===== src/hdl/ltw_params.svh =====
// Purpose: constants for the long table write controller
// Assumes: included by bare name from the design files
// Notes: byte addresses on the register bus, one 32-bit word each
`ifndef LTW_PARAMS_SVH
`define LTW_PARAMS_SVH

// ----------------------------------------------------------------
// register map (byte offsets)
// ----------------------------------------------------------------
`define LTW_OFS_CTRL 8'h00
`define LTW_OFS_STAT 8'h04
`define LTW_OFS_DUR 8'h08
`define LTW_OFS_CNT 8'h0C

// ----------------------------------------------------------------
// field positions
// ----------------------------------------------------------------
`define LTW_CTRL_CLR 0
`define LTW_ST_BUSY 0
`define LTW_ST_DONE 1
`define LTW_ST_VEC 2
`define LTW_ST_ABORT 3
`define LTW_ST_SHORT 4
`define LTW_ST_VPP 5
`define LTW_ST_PROG 6
`define LTW_ST_CAUSE_LO 8
`define LTW_ST_CAUSE_HI 11

// ----------------------------------------------------------------
// reset values and timing counts
// ----------------------------------------------------------------
`define LTW_RST_WORD 32'h0000_0000
`define LTW_RST_CNT 16'h0000
`define LTW_SHORT_CYCLES 2'd2

`endif


===== src/hdl/ltw_pkg.sv =====
// Purpose: types shared by the long table write controller
// Assumes: nothing is imported, users write ltw_pkg::name
// Notes: state codes are one-hot
package ltw_pkg;

  // ----------------------------------------------------------------
  // sequencer states
  // ----------------------------------------------------------------
  typedef enum logic [2:0] {
    ST_IDLE  = 3'h1,
    ST_SHORT = 3'h2,
    ST_LONG  = 3'h4
  } wstate_t;

  // one bit per source: 0 edge pin, 1 timer overflow, 2 timer clock pin, 3 peripheral
  typedef logic [3:0] srcvec_t;

endpackage


===== src/hdl/ltw_src_if.sv =====
// Purpose: carries interrupt source state to the priority picker
// Assumes: all signals on the core clock
// Notes: ctl side drives flags and enables, arb side answers
interface ltw_src_if;
  logic [2:0] core_flag;
  logic [2:0] core_en;
  logic per_flag;
  logic per_en;
  logic pending;
  ltw_pkg::srcvec_t win;
  logic win_core;

  modport ctl (output core_flag, output core_en, output per_flag, output per_en,
               input pending, input win, input win_core);
  modport arb (input core_flag, input core_en, input per_flag, input per_en,
               output pending, output win, output win_core);
endinterface


===== src/hdl/ltw_prio.sv =====
// Purpose: picks the highest priority enabled and flagged source
// Assumes: priority edge pin > timer overflow > timer clock pin > peripheral
// Notes: purely combinational
module ltw_prio (
  // source state in, winner out
  ltw_src_if.arb src
);

  // ----------------------------------------------------------------
  // qualified sources
  // ----------------------------------------------------------------
  // a source counts only with both its enable and its flag set
  wire [3:0] live = {src.per_flag & src.per_en, src.core_flag & src.core_en};

  // lowest index wins, so isolate the lowest set bit
  wire [3:0] first = live & (~live + 4'h1);

  assign src.pending = |live;
  assign src.win = first;
  assign src.win_core = |first[2:0];

endmodule


===== src/hdl/long_table_write_control.sv =====
// Purpose: long table write sequencer for internal program memory
// Assumes: core, flags and enables on MCLK_I; programming voltage sense is a pin
// Notes: registers on a classic Wishbone slave, one wait state per access
// Behaviour
// [RULE1] internal table write starts long write and halts the core until ended
// [RULE2] only reset or an enabled and flagged interrupt source ends the long write
// [RULE3] global interrupt disable never blocks termination, only the vector branch
// [RULE4] core source ending the write has its highest priority flag cleared
// [RULE5] pending enabled interrupt at issue aborts write as no-op, clears core flag
// [RULE6] peripheral source ending the write keeps its flag set
// [RULE7] after termination vector if global disable clear, else just continue
// [RULE8] core source, disable 0: end write, branch, flag cleared
// [RULE9] core source, disable 1: end write, no branch, flag cleared
// [RULE10] peripheral, disable 1: end, no branch, flag kept; disabled sources do nothing
// [RULE11] no programming voltage: short two-cycle write, memory untouched
// [RULE12] software disables other sources, raises voltage, clears watchdog, writes, verifies
// [RULE13] write ending without vector resumes at next instruction next cycle
//
// The register addresses and the Wishbone register port are this design's own decisions.
`include "ltw_params.svh"

module long_table_write_control (
  // clock, reset, enable
  input wire logic MCLK_I,
  input wire logic RST_I,
  input wire logic CE_I,
  // wishbone slave
  input wire logic CYC_I,
  input wire logic STB_I,
  input wire logic WE_I,
  input wire logic [7:0] ADR_I,
  input wire logic [3:0] SEL_I,
  input wire logic [31:0] DAT_I,
  output logic [31:0] DAT_O,
  output logic ACK_O,
  // instruction sequencer
  input wire logic TBLWT_REQ_I,
  input wire logic TBLWT_INTERNAL_I,
  output logic HALT_O,
  output logic PROG_O,
  output logic ABORT_O,
  output logic VECTOR_O,
  output logic RESUME_O,
  // interrupt logic
  input wire logic [2:0] CORE_FLAG_I,
  input wire logic [2:0] CORE_EN_I,
  input wire logic PER_FLAG_I,
  input wire logic PER_EN_I,
  input wire logic GLOBAL_INTERRUPT_DISABLE_I,
  output logic [2:0] CORE_FLAG_CLR_O,
  // programming voltage sense pin
  input wire logic VPP_PRESENT_I
);

  // ----------------------------------------------------------------
  // source priority
  // ----------------------------------------------------------------
  ltw_src_if src ();

  // flags and enables come from logic on this clock, no synchroniser
  assign src.core_flag = CORE_FLAG_I;
  assign src.core_en = CORE_EN_I;
  assign src.per_flag = PER_FLAG_I;
  assign src.per_en = PER_EN_I;

  ltw_prio u_prio (
    .src(src)
  );

  // [RULE6] peripheral flag kept
  // only a core winner gets its flag cleared, peripherals clear in software
  wire [2:0] core_clr = src.win_core ? src.win[2:0] : 3'h0;
  wire gid = GLOBAL_INTERRUPT_DISABLE_I;

  // ----------------------------------------------------------------
  // programming voltage synchroniser
  // ----------------------------------------------------------------
  logic vpp_m_r;
  logic vpp_s_r;

  // pin is asynchronous, two flops before any use
  always_ff @(posedge MCLK_I) begin
    if (RST_I) begin
      vpp_m_r <= 1'b0;
      vpp_s_r <= 1'b0;
    end else if (CE_I) begin
      vpp_m_r <= VPP_PRESENT_I;
      vpp_s_r <= vpp_m_r;
    end
  end

  // ----------------------------------------------------------------
  // write sequencer
  // ----------------------------------------------------------------
  ltw_pkg::wstate_t state_r;
  ltw_pkg::wstate_t state_nxt;
  logic halt_r, halt_nxt;
  logic prog_r, prog_nxt;
  logic abort_r, abort_nxt;
  logic vector_r, vector_nxt;
  logic resume_r, resume_nxt;
  logic [2:0] clr_r, clr_nxt;
  logic [1:0] cnt_r, cnt_nxt;
  logic [31:0] dur_r, dur_nxt;
  logic done_evt;
  logic long_end;

  // next state and one-cycle strobes
  always_comb begin
    state_nxt = state_r;
    halt_nxt = halt_r;
    prog_nxt = prog_r;
    abort_nxt = 1'b0;
    vector_nxt = 1'b0;
    resume_nxt = 1'b0;
    clr_nxt = 3'h0;
    cnt_nxt = cnt_r;
    dur_nxt = dur_r;
    done_evt = 1'b0;
    long_end = 1'b0;
    case (state_r)
      ltw_pkg::ST_IDLE: begin
        if (TBLWT_REQ_I) begin
          if (src.pending) begin
            // [RULE5] abort as no-op
            abort_nxt = 1'b1;
            clr_nxt = core_clr;
            done_evt = 1'b1;
          end else if (TBLWT_INTERNAL_I && vpp_s_r) begin
            // [RULE1] enter long write
            state_nxt = ltw_pkg::ST_LONG;
            halt_nxt = 1'b1;
            prog_nxt = 1'b1;
            dur_nxt = 32'h0000_0000;
          end else if (TBLWT_INTERNAL_I) begin
            // [RULE11] short write, no programming
            state_nxt = ltw_pkg::ST_SHORT;
            halt_nxt = 1'b1;
            cnt_nxt = `LTW_SHORT_CYCLES - 2'd1;
          end
        end
      end
      ltw_pkg::ST_SHORT: begin
        if (cnt_r == 2'd0) begin
          state_nxt = ltw_pkg::ST_IDLE;
          halt_nxt = 1'b0;
          resume_nxt = 1'b1;
          done_evt = 1'b1;
        end else begin
          cnt_nxt = cnt_r - 2'd1;
        end
      end
      ltw_pkg::ST_LONG: begin
        // [RULE2] only a qualified source ends it
        if (src.pending) begin
          state_nxt = ltw_pkg::ST_IDLE;
          halt_nxt = 1'b0;
          prog_nxt = 1'b0;
          // [RULE4] clear winning core flag
          // [RULE9] clear without branch
          clr_nxt = core_clr;
          // [RULE3] disable gates vector only
          // [RULE7] vector or resume by disable bit
          // [RULE8] core branch taken
          // [RULE10] no branch when disabled
          vector_nxt = ~gid;
          // [RULE13] resume next instruction
          resume_nxt = gid;
          done_evt = 1'b1;
          long_end = 1'b1;
        end else begin
          dur_nxt = dur_r + 32'h0000_0001;
        end
      end
      default: begin
        state_nxt = ltw_pkg::ST_IDLE;
        halt_nxt = 1'b0;
        prog_nxt = 1'b0;
      end
    endcase
  end

  // state flops; reset also ends a long write
  always_ff @(posedge MCLK_I) begin
    if (RST_I) begin
      state_r <= ltw_pkg::ST_IDLE;
      halt_r <= 1'b0;
      prog_r <= 1'b0;
      abort_r <= 1'b0;
      vector_r <= 1'b0;
      resume_r <= 1'b0;
      clr_r <= 3'h0;
      cnt_r <= 2'd0;
      dur_r <= `LTW_RST_WORD;
    end else if (CE_I) begin
      state_r <= state_nxt;
      halt_r <= halt_nxt;
      prog_r <= prog_nxt;
      abort_r <= abort_nxt;
      vector_r <= vector_nxt;
      resume_r <= resume_nxt;
      clr_r <= clr_nxt;
      cnt_r <= cnt_nxt;
      dur_r <= dur_nxt;
    end
  end

  assign HALT_O = halt_r;
  assign PROG_O = prog_r;
  assign ABORT_O = abort_r;
  assign VECTOR_O = vector_r;
  assign RESUME_O = resume_r;
  assign CORE_FLAG_CLR_O = clr_r;

  // ----------------------------------------------------------------
  // wishbone slave
  // ----------------------------------------------------------------
  logic ack_r;
  logic [31:0] rdat_r;
  logic done_r;
  logic last_vec_r;
  logic last_abort_r;
  logic last_short_r;
  logic [3:0] cause_r;
  logic [15:0] cnt_long_r;
  logic [31:0] stat_word;

  wire wb_req = CYC_I & STB_I;
  // write lands only at the edge where the master sees ack
  wire wb_wr = wb_req & WE_I & ack_r;
  wire hit_ctrl = ADR_I == `LTW_OFS_CTRL;
  wire hit_stat = ADR_I == `LTW_OFS_STAT;
  wire hit_dur = ADR_I == `LTW_OFS_DUR;
  wire hit_cnt = ADR_I == `LTW_OFS_CNT;
  wire stat_clr = wb_wr & hit_ctrl & SEL_I[0] & DAT_I[`LTW_CTRL_CLR];
  // unmapped offsets read zero and are still acknowledged
  wire [31:0] rd_mux = hit_stat ? stat_word :
                       hit_dur ? dur_r :
                       hit_cnt ? {16'h0000, cnt_long_r} :
                       32'h0000_0000;

  // status word assembly
  always_comb begin
    stat_word = `LTW_RST_WORD;
    stat_word[`LTW_ST_BUSY] = halt_r;
    stat_word[`LTW_ST_DONE] = done_r;
    stat_word[`LTW_ST_VEC] = last_vec_r;
    stat_word[`LTW_ST_ABORT] = last_abort_r;
    stat_word[`LTW_ST_SHORT] = last_short_r;
    stat_word[`LTW_ST_VPP] = vpp_s_r;
    stat_word[`LTW_ST_PROG] = prog_r;
    stat_word[`LTW_ST_CAUSE_HI:`LTW_ST_CAUSE_LO] = cause_r;
  end

  // ack one cycle after request, dropped the cycle after
  always_ff @(posedge MCLK_I) begin
    if (RST_I) begin
      ack_r <= 1'b0;
      rdat_r <= `LTW_RST_WORD;
    end else if (CE_I) begin
      ack_r <= wb_req & ~ack_r;
      rdat_r <= (wb_req & ~ack_r & ~WE_I) ? rd_mux : `LTW_RST_WORD;
    end
  end

  // sticky done: a new event beats a clear in the same cycle
  always_ff @(posedge MCLK_I) begin
    if (RST_I) begin
      done_r <= 1'b0;
    end else if (CE_I) begin
      done_r <= done_evt | (done_r & ~stat_clr);
    end
  end

  // record of the last finished write
  always_ff @(posedge MCLK_I) begin
    if (RST_I) begin
      last_vec_r <= 1'b0;
      last_abort_r <= 1'b0;
      last_short_r <= 1'b0;
      cause_r <= 4'h0;
      cnt_long_r <= `LTW_RST_CNT;
    end else if (CE_I && done_evt) begin
      last_vec_r <= vector_nxt;
      last_abort_r <= abort_nxt;
      last_short_r <= (state_r == ltw_pkg::ST_SHORT);
      cause_r <= long_end | abort_nxt ? src.win : 4'h0;
      cnt_long_r <= cnt_long_r + {15'h0000, long_end};
    end
  end

  assign ACK_O = ack_r;
  assign DAT_O = rdat_r;

  // ----------------------------------------------------------------
  // assertions
  // ----------------------------------------------------------------
  a_long_entry: assert property (@(posedge MCLK_I) disable iff (RST_I) // [RULE1]
    (CE_I && state_r == ltw_pkg::ST_IDLE && TBLWT_REQ_I && TBLWT_INTERNAL_I && vpp_s_r
     && !src.pending) |=> (HALT_O && PROG_O && state_r == ltw_pkg::ST_LONG))
    else $error("internal write with voltage did not start long write");

  a_long_holds: assert property (@(posedge MCLK_I) disable iff (RST_I) // [RULE2]
    (state_r == ltw_pkg::ST_LONG && !(CE_I && src.pending)) |=> (HALT_O && PROG_O))
    else $error("long write ended without a qualified source");

  a_long_ends: assert property (@(posedge MCLK_I) disable iff (RST_I) // [RULE2]
    (CE_I && state_r == ltw_pkg::ST_LONG && src.pending) |=> (!HALT_O && !PROG_O))
    else $error("qualified source did not end long write");

  a_gid_no_block: assert property (@(posedge MCLK_I) disable iff (RST_I) // [RULE3]
    (CE_I && state_r == ltw_pkg::ST_LONG && src.pending && gid) |=> (!HALT_O && RESUME_O))
    else $error("global disable blocked termination");

  a_core_clear: assert property (@(posedge MCLK_I) disable iff (RST_I) // [RULE4]
    (CE_I && state_r == ltw_pkg::ST_LONG && src.pending && src.win_core)
    |=> (CORE_FLAG_CLR_O == $past(src.win[2:0]) && $onehot(CORE_FLAG_CLR_O)))
    else $error("winning core flag not cleared");

  a_abort_nop: assert property (@(posedge MCLK_I) disable iff (RST_I) // [RULE5]
    (CE_I && state_r == ltw_pkg::ST_IDLE && TBLWT_REQ_I && src.pending)
    |=> (ABORT_O && !HALT_O && !PROG_O && CORE_FLAG_CLR_O == $past(core_clr)))
    else $error("pending interrupt did not abort table write");

  a_periph_kept: assert property (@(posedge MCLK_I) disable iff (RST_I) // [RULE6]
    (CE_I && state_r == ltw_pkg::ST_LONG && src.pending && !src.win_core)
    |=> (CORE_FLAG_CLR_O == 3'h0 && !HALT_O))
    else $error("peripheral termination touched a core flag");

  a_vector_sel: assert property (@(posedge MCLK_I) disable iff (RST_I) // [RULE7]
    (CE_I && state_r == ltw_pkg::ST_LONG && src.pending)
    |=> (VECTOR_O == !$past(gid) && RESUME_O == $past(gid)))
    else $error("vector choice does not follow global disable");

  a_core_branch: assert property (@(posedge MCLK_I) disable iff (RST_I) // [RULE8]
    (CE_I && state_r == ltw_pkg::ST_LONG && src.win_core && !gid)
    |=> (VECTOR_O && CORE_FLAG_CLR_O != 3'h0) ##1 (!VECTOR_O && CORE_FLAG_CLR_O == 3'h0))
    else $error("core source with interrupts on did not branch once");

  a_core_quiet: assert property (@(posedge MCLK_I) disable iff (RST_I) // [RULE9]
    (CE_I && state_r == ltw_pkg::ST_LONG && src.win_core && gid)
    |=> (!VECTOR_O && CORE_FLAG_CLR_O != 3'h0 && !HALT_O))
    else $error("core source with interrupts off mishandled");

  a_no_action: assert property (@(posedge MCLK_I) disable iff (RST_I) // [RULE10]
    (state_r == ltw_pkg::ST_LONG && !src.pending)
    |=> (!VECTOR_O && !RESUME_O && CORE_FLAG_CLR_O == 3'h0))
    else $error("unqualified source caused an action");

  a_short_start: assert property (@(posedge MCLK_I) disable iff (RST_I) // [RULE11]
    (CE_I && state_r == ltw_pkg::ST_IDLE && TBLWT_REQ_I && TBLWT_INTERNAL_I && !vpp_s_r
     && !src.pending) |=> (HALT_O && !PROG_O))
    else $error("write without voltage did not start short write");

  a_short_len: assert property (@(posedge MCLK_I) disable iff (RST_I) // [RULE11]
    (CE_I && state_r == ltw_pkg::ST_IDLE && TBLWT_REQ_I && TBLWT_INTERNAL_I && !vpp_s_r
     && !src.pending) ##1 CE_I [*2] |=> (!HALT_O && RESUME_O && !PROG_O))
    else $error("short write not two cycles");

  a_resume_next: assert property (@(posedge MCLK_I) disable iff (RST_I) // [RULE13]
    $fell(HALT_O) |-> (RESUME_O || VECTOR_O))
    else $error("halt released without resume or vector");

endmodule


===== config.mk =====
export PLATFORM = sky130hd
export DESIGN_NAME = long_table_write_control
export DESIGN_NICKNAME = d
export VERILOG_FILES = /design/src/hdl/ltw_pkg.sv /design/src/hdl/ltw_src_if.sv /design/src/hdl/ltw_prio.sv /design/src/hdl/long_table_write_control.sv
export VERILOG_INCLUDE_DIRS = /design/src /design/src/hdl
export SDC_FILE = /design/constraint.sdc
export NUM_CORES = 1
export LEC_CHECK = 0
export BUFFER_PORTS_ARGS = -buffer_cell sky130_fd_sc_hd__buf_2
export CAP_MARGIN = 20
export CELL_PAD_IN_SITES_DETAIL_PLACEMENT = 2
export CELL_PAD_IN_SITES_GLOBAL_PLACEMENT = 2
export CORE_UTILIZATION = 30
export CTS_BUF_LIST = sky130_fd_sc_hd__clkbuf_8
export DETAILED_ROUTE_END_ITERATION = 10
export GPL_TIMING_DRIVEN = 1
export PLACE_DENSITY_LB_ADDON = 0.1
export SYNTH_ARGS = -nofsm -noshare
export SYNTH_HDL_FRONTEND = slang
export SYNTH_SLANG_ARGS = --single-unit

===== constraint.sdc =====
create_clock -name MCLK_I -period 3.25 [get_ports MCLK_I]
set_input_delay 0.975 -clock MCLK_I [delete_from_list [all_inputs] [get_ports MCLK_I]]
set_output_delay 0.975 -clock MCLK_I [all_outputs]
set_load 0.01 [all_outputs]

==> summary.txt <==
Die
  • Die X: 129 microns
  • Initial Util: 30.6%
  • Number of cell rows: 46
  • Die area: 0.0166 sq mm
  • Core ar.: 0.0158 sq mm
  • Io pins: 103
  • Die Height: 129 microns

Routing
  • Vias: 4523
  • Initial DRC count: 125
  • Drt wl/cell: 18.3 microns
  • Drt pass-1 iters: 4
  • DRC viols: 0
  • Routed via count divided by cell count: 5.33
  • Total wire length: 15500 microns
  • Post-route ant nets: 0

Timing
  • Crit path setup slack, layout: 395 ps
  • Setup Skew: 14.7 ps
  • Setup-failing EPs final: 0
  • Measured slew at the worst slew-check pin: 585 ps
  • Max-slew violations: 0
  • Tcrit/Tclk final: 87.9%
  • Fin crit period: 2860 ps
  • FMAX: 350 MHz
  • Worst rel slew slack: 60.8%
  • Hold_ws: 466 ps
  • Final Hold Vio Count: 0
  • RSZ-0062 raised after global routing: false

Placement
  • Post-Place Worst Slack: -5.39 ps
  • DP Area: 0.00554 sq mm
  • # port buffers: 68
  • Post-DP HPWL: 11600 microns
  • Post-Place Cells: 831
  • GP Congestion: 0.769

Worst setup path
  • Req. time, crit path: 3570 ps
  • WS Path Type: input pin to flop
  • Worst-path maximum fanout: 7
  • Worst flop-to-flop path endpoint: cnt_long_r[14]
  • CP arrival: 3180 ps
  • FF-to-FF Start: state_r[2]
  • Reg2reg setup slack: 680 ps
  • Worst Setup SP: CORE_FLAG_I[0]
  • R2r worst-path depth: 8
  • Critical Path End Type: flop
  • Setup crit start kind: input pin
  • CP endpoint: dur_r[21]

Power and ir drop
  • Combinational fraction of design power: 8.3%
  • Clock power frac: 34.1%
  • Tot Pwr: 2.26 mW
  • PD cells: 394 mW/mm^2
  • Peak supply drop: 0.000161 V
  • Sw Ratio: 26.8%
  • Sequential power share: 57.6%
  • Cell Int Power: 1.65 mW
  • Static leakage: 2.15 nW
  • NetSw: 0.606 mW

Clock network
  • TritonCTS buffer count: 9
  • Worst-case clock buffer depth: 2
  • Postcts setup bufs: 0
  • Clk root buf: clkbuf_8
  • Hold-fix buffers, CTS: 0
  • TritonCTS clock tree: built
  • Htree depth: 3
  • Worst-Skew Late Latency: 390 ps
  • Clock-pin slew on the worst setup and hold paths: 100 ps
  • CTS sink cnt: 104
  • # resized after CTS: 0

Cells and area
  • Final cell count without fillers: 848
  • Post-route cell area: 0.00572 sq mm
  • Share of cells above drive strength 1: 21.8%
  • Area delta synth->final: 18.3%
  • Antenna Cells: 0
  • Final #Nets: 693

Global route
  • Antenna violations before repair: 0
  • Largest net degree at the start of global routing: 29
  • Met2 Use GR: 35.2%
  • M1 GR Usage: 23.8%
  • Vias in the first global route: 4730
  • Grt total ovfl: 0
  • GRT Util Overall: 19.6%
  • Top Usage Layer GRT: met2
  • GR Util met3: 4.00%
  • Global-route wire length before repair: 24900 microns

Yosys
  • Yosys top cell area share: 43.0%
  • Synthesized flop and latch total: 104
  • Seq/Total Area, Yosys: 43.0%
  • Number of synthesized flops with an enable pin: 0
  • Top post-synthesis cells by area: dfxtp_1 43%, a21oi_1 5.5%, nand2_1 4.1%, mux2_2 3.7%, a22o_1 2.9%
  • Warnings, synthesis: 0
  • Netlist cell types: 55
  • FFs w/ async S/R, synth: 0%
  • Top_reg_cell synth: dfxtp_1
  • Syn Inst Count: 550
  • Synth Net Count: 616
  • Mapped Avg Cell Area: 8.80 sq um
  • Largest area contributor in the netlist: dfxtp_1
  • Mapped cell area: 0.00484 sq mm

Job
  • Max Cap Viol: 0

Hold path
  • Worst hold start: last_abort_r
  • Hold/Removal Path Class: flop to flop

Run status
  • Status: finished clean
## power by group through the flow
stage	registers (mW)	logic, mW	clock network, mW
CTS	1.30	0.189	0.809
finish	1.30	0.188	0.770
global route	1.30	0.207	0.866
floorplan	1.32	0.110	0
detailed placement	1.33	0.189	0
global placement	1.33	0.183	0
## metrics by stage
step | util, % | TNS, ps
after global placement | 35.0 | 0
after global routing | 36.2 | 0
after CTS | 36.1 | 0
final | 36.2 | 0
after detailed placement | 35.0 | -5.39
after floorplan | - | 0
## registers in the layout, indices dropped and copies added (netlist names), 2 cells and up
register and cells:
DAT_O 32, dur_r 32, cnt_long_r 16, cause_r 4, CORE_FLAG_CLR_O 3, state_r 3, cnt_r 2
## Yosys cell counts, types with 2 or more instances
| cell type | n |
|---|---|
| a211oi_1 | 3 |
| a21o_1 | 2 |
| a21oi_1 | 53 |
| a22o_1 | 16 |
| a22oi_1 | 16 |
| and2_1 | 5 |
| and3_1 | 9 |
| and4_1 | 7 |
| buf_1 | 2 |
| buf_2 | 6 |
| buf_6 | 3 |
| clkbuf_1 | 21 |
| dfxtp_1 | 104 |
| ha_1 | 4 |
| inv_1 | 12 |
| mux2_2 | 16 |
| mux2i_1 | 5 |
| nand2_1 | 53 |
| nand2b_1 | 4 |
| nand3_1 | 21 |
| nand3b_1 | 4 |
| nand4_1 | 17 |
| nor2_1 | 36 |
| nor2b_1 | 4 |
| nor3_1 | 13 |
| nor3b_1 | 6 |
| nor4_1 | 2 |
| o2111ai_1 | 2 |
| o211ai_1 | 3 |
| o21a_1 | 8 |
| o21ai_0 | 20 |
| o22ai_1 | 2 |
| o31ai_1 | 12 |
| or3_1 | 11 |
| or4_1 | 13 |
| xnor2_1 | 3 |
| xor2_1 | 14 |
## layer usage
layer / vias up / wire [microns] / share of wire [%]
li1: 2182 / - / -
met1: 2273 / 7110 / 46
met2: 56 / 7770 / 50
met3: 12 / 419 / 2.7
met4: 0 / 204 / 1.3
met5: - / 0 / 0
## layout make-up
type	instances	area (sq um)
sequential	104	2080
multi-input combinational	402	2570
clock buffer	10	138
tap	216	270
timing repair buffer	98	582
inverter	12	45.0
clock inverter	6	37.5
fill	1803	10100
## how the worst min path moves through the flow
stage	end	slack, ps	cells past startpoint
2_1_floorplan	cause_r[3]	430	2
3_3_place_gp	CORE_FLAG_CLR_O[0]	450	2
3_5_place_dp	last_abort_r	450	2
4_1_cts	last_abort_r	470	2
5_1_grt	cause_r[3]	500	2
6_report	last_abort_r	470	2
## critical path, cell delays in order
cell      delay (ps)
buf_2            110
a222oi_1         340
buf_4            170
buf_4            150
and4_1           320
buf_4            190
nand4_1          300
or3_1            480
a21oi_1          140
## cells in the final DEF (no fill, tap or decap), drive strengths merged, types with 4 or more instances in the layout
master	instances
nand3	22
o21a	8
and3	9
mux2	16
a21oi	53
or4	14
or3	11
inv	14
nand4	18
a22o	16
nand3b	4
o31ai	12
nand2b	4
ha	4
xor2	14
nor2b	4
a22oi	16
buf	98
dfxtp	104
clkbuf	10
nor2	36
and4	7
nand2	53
o21ai	21
and2	5
nor3b	8
nor3	14
mux2i	5
## kinds of logic after synthesis
logic type      after synthesis  synth area share, %
compound gates              145                 19.4
xor+xnor                     17                 3.08
fa+ha+maj                     4                 1.03
buf+inv                      44                 4.03
flops                       104                 43.0
mux                          21                 4.76
simple gates                215                 24.7
Note: power is estimated with default switching activity, not from simulation.
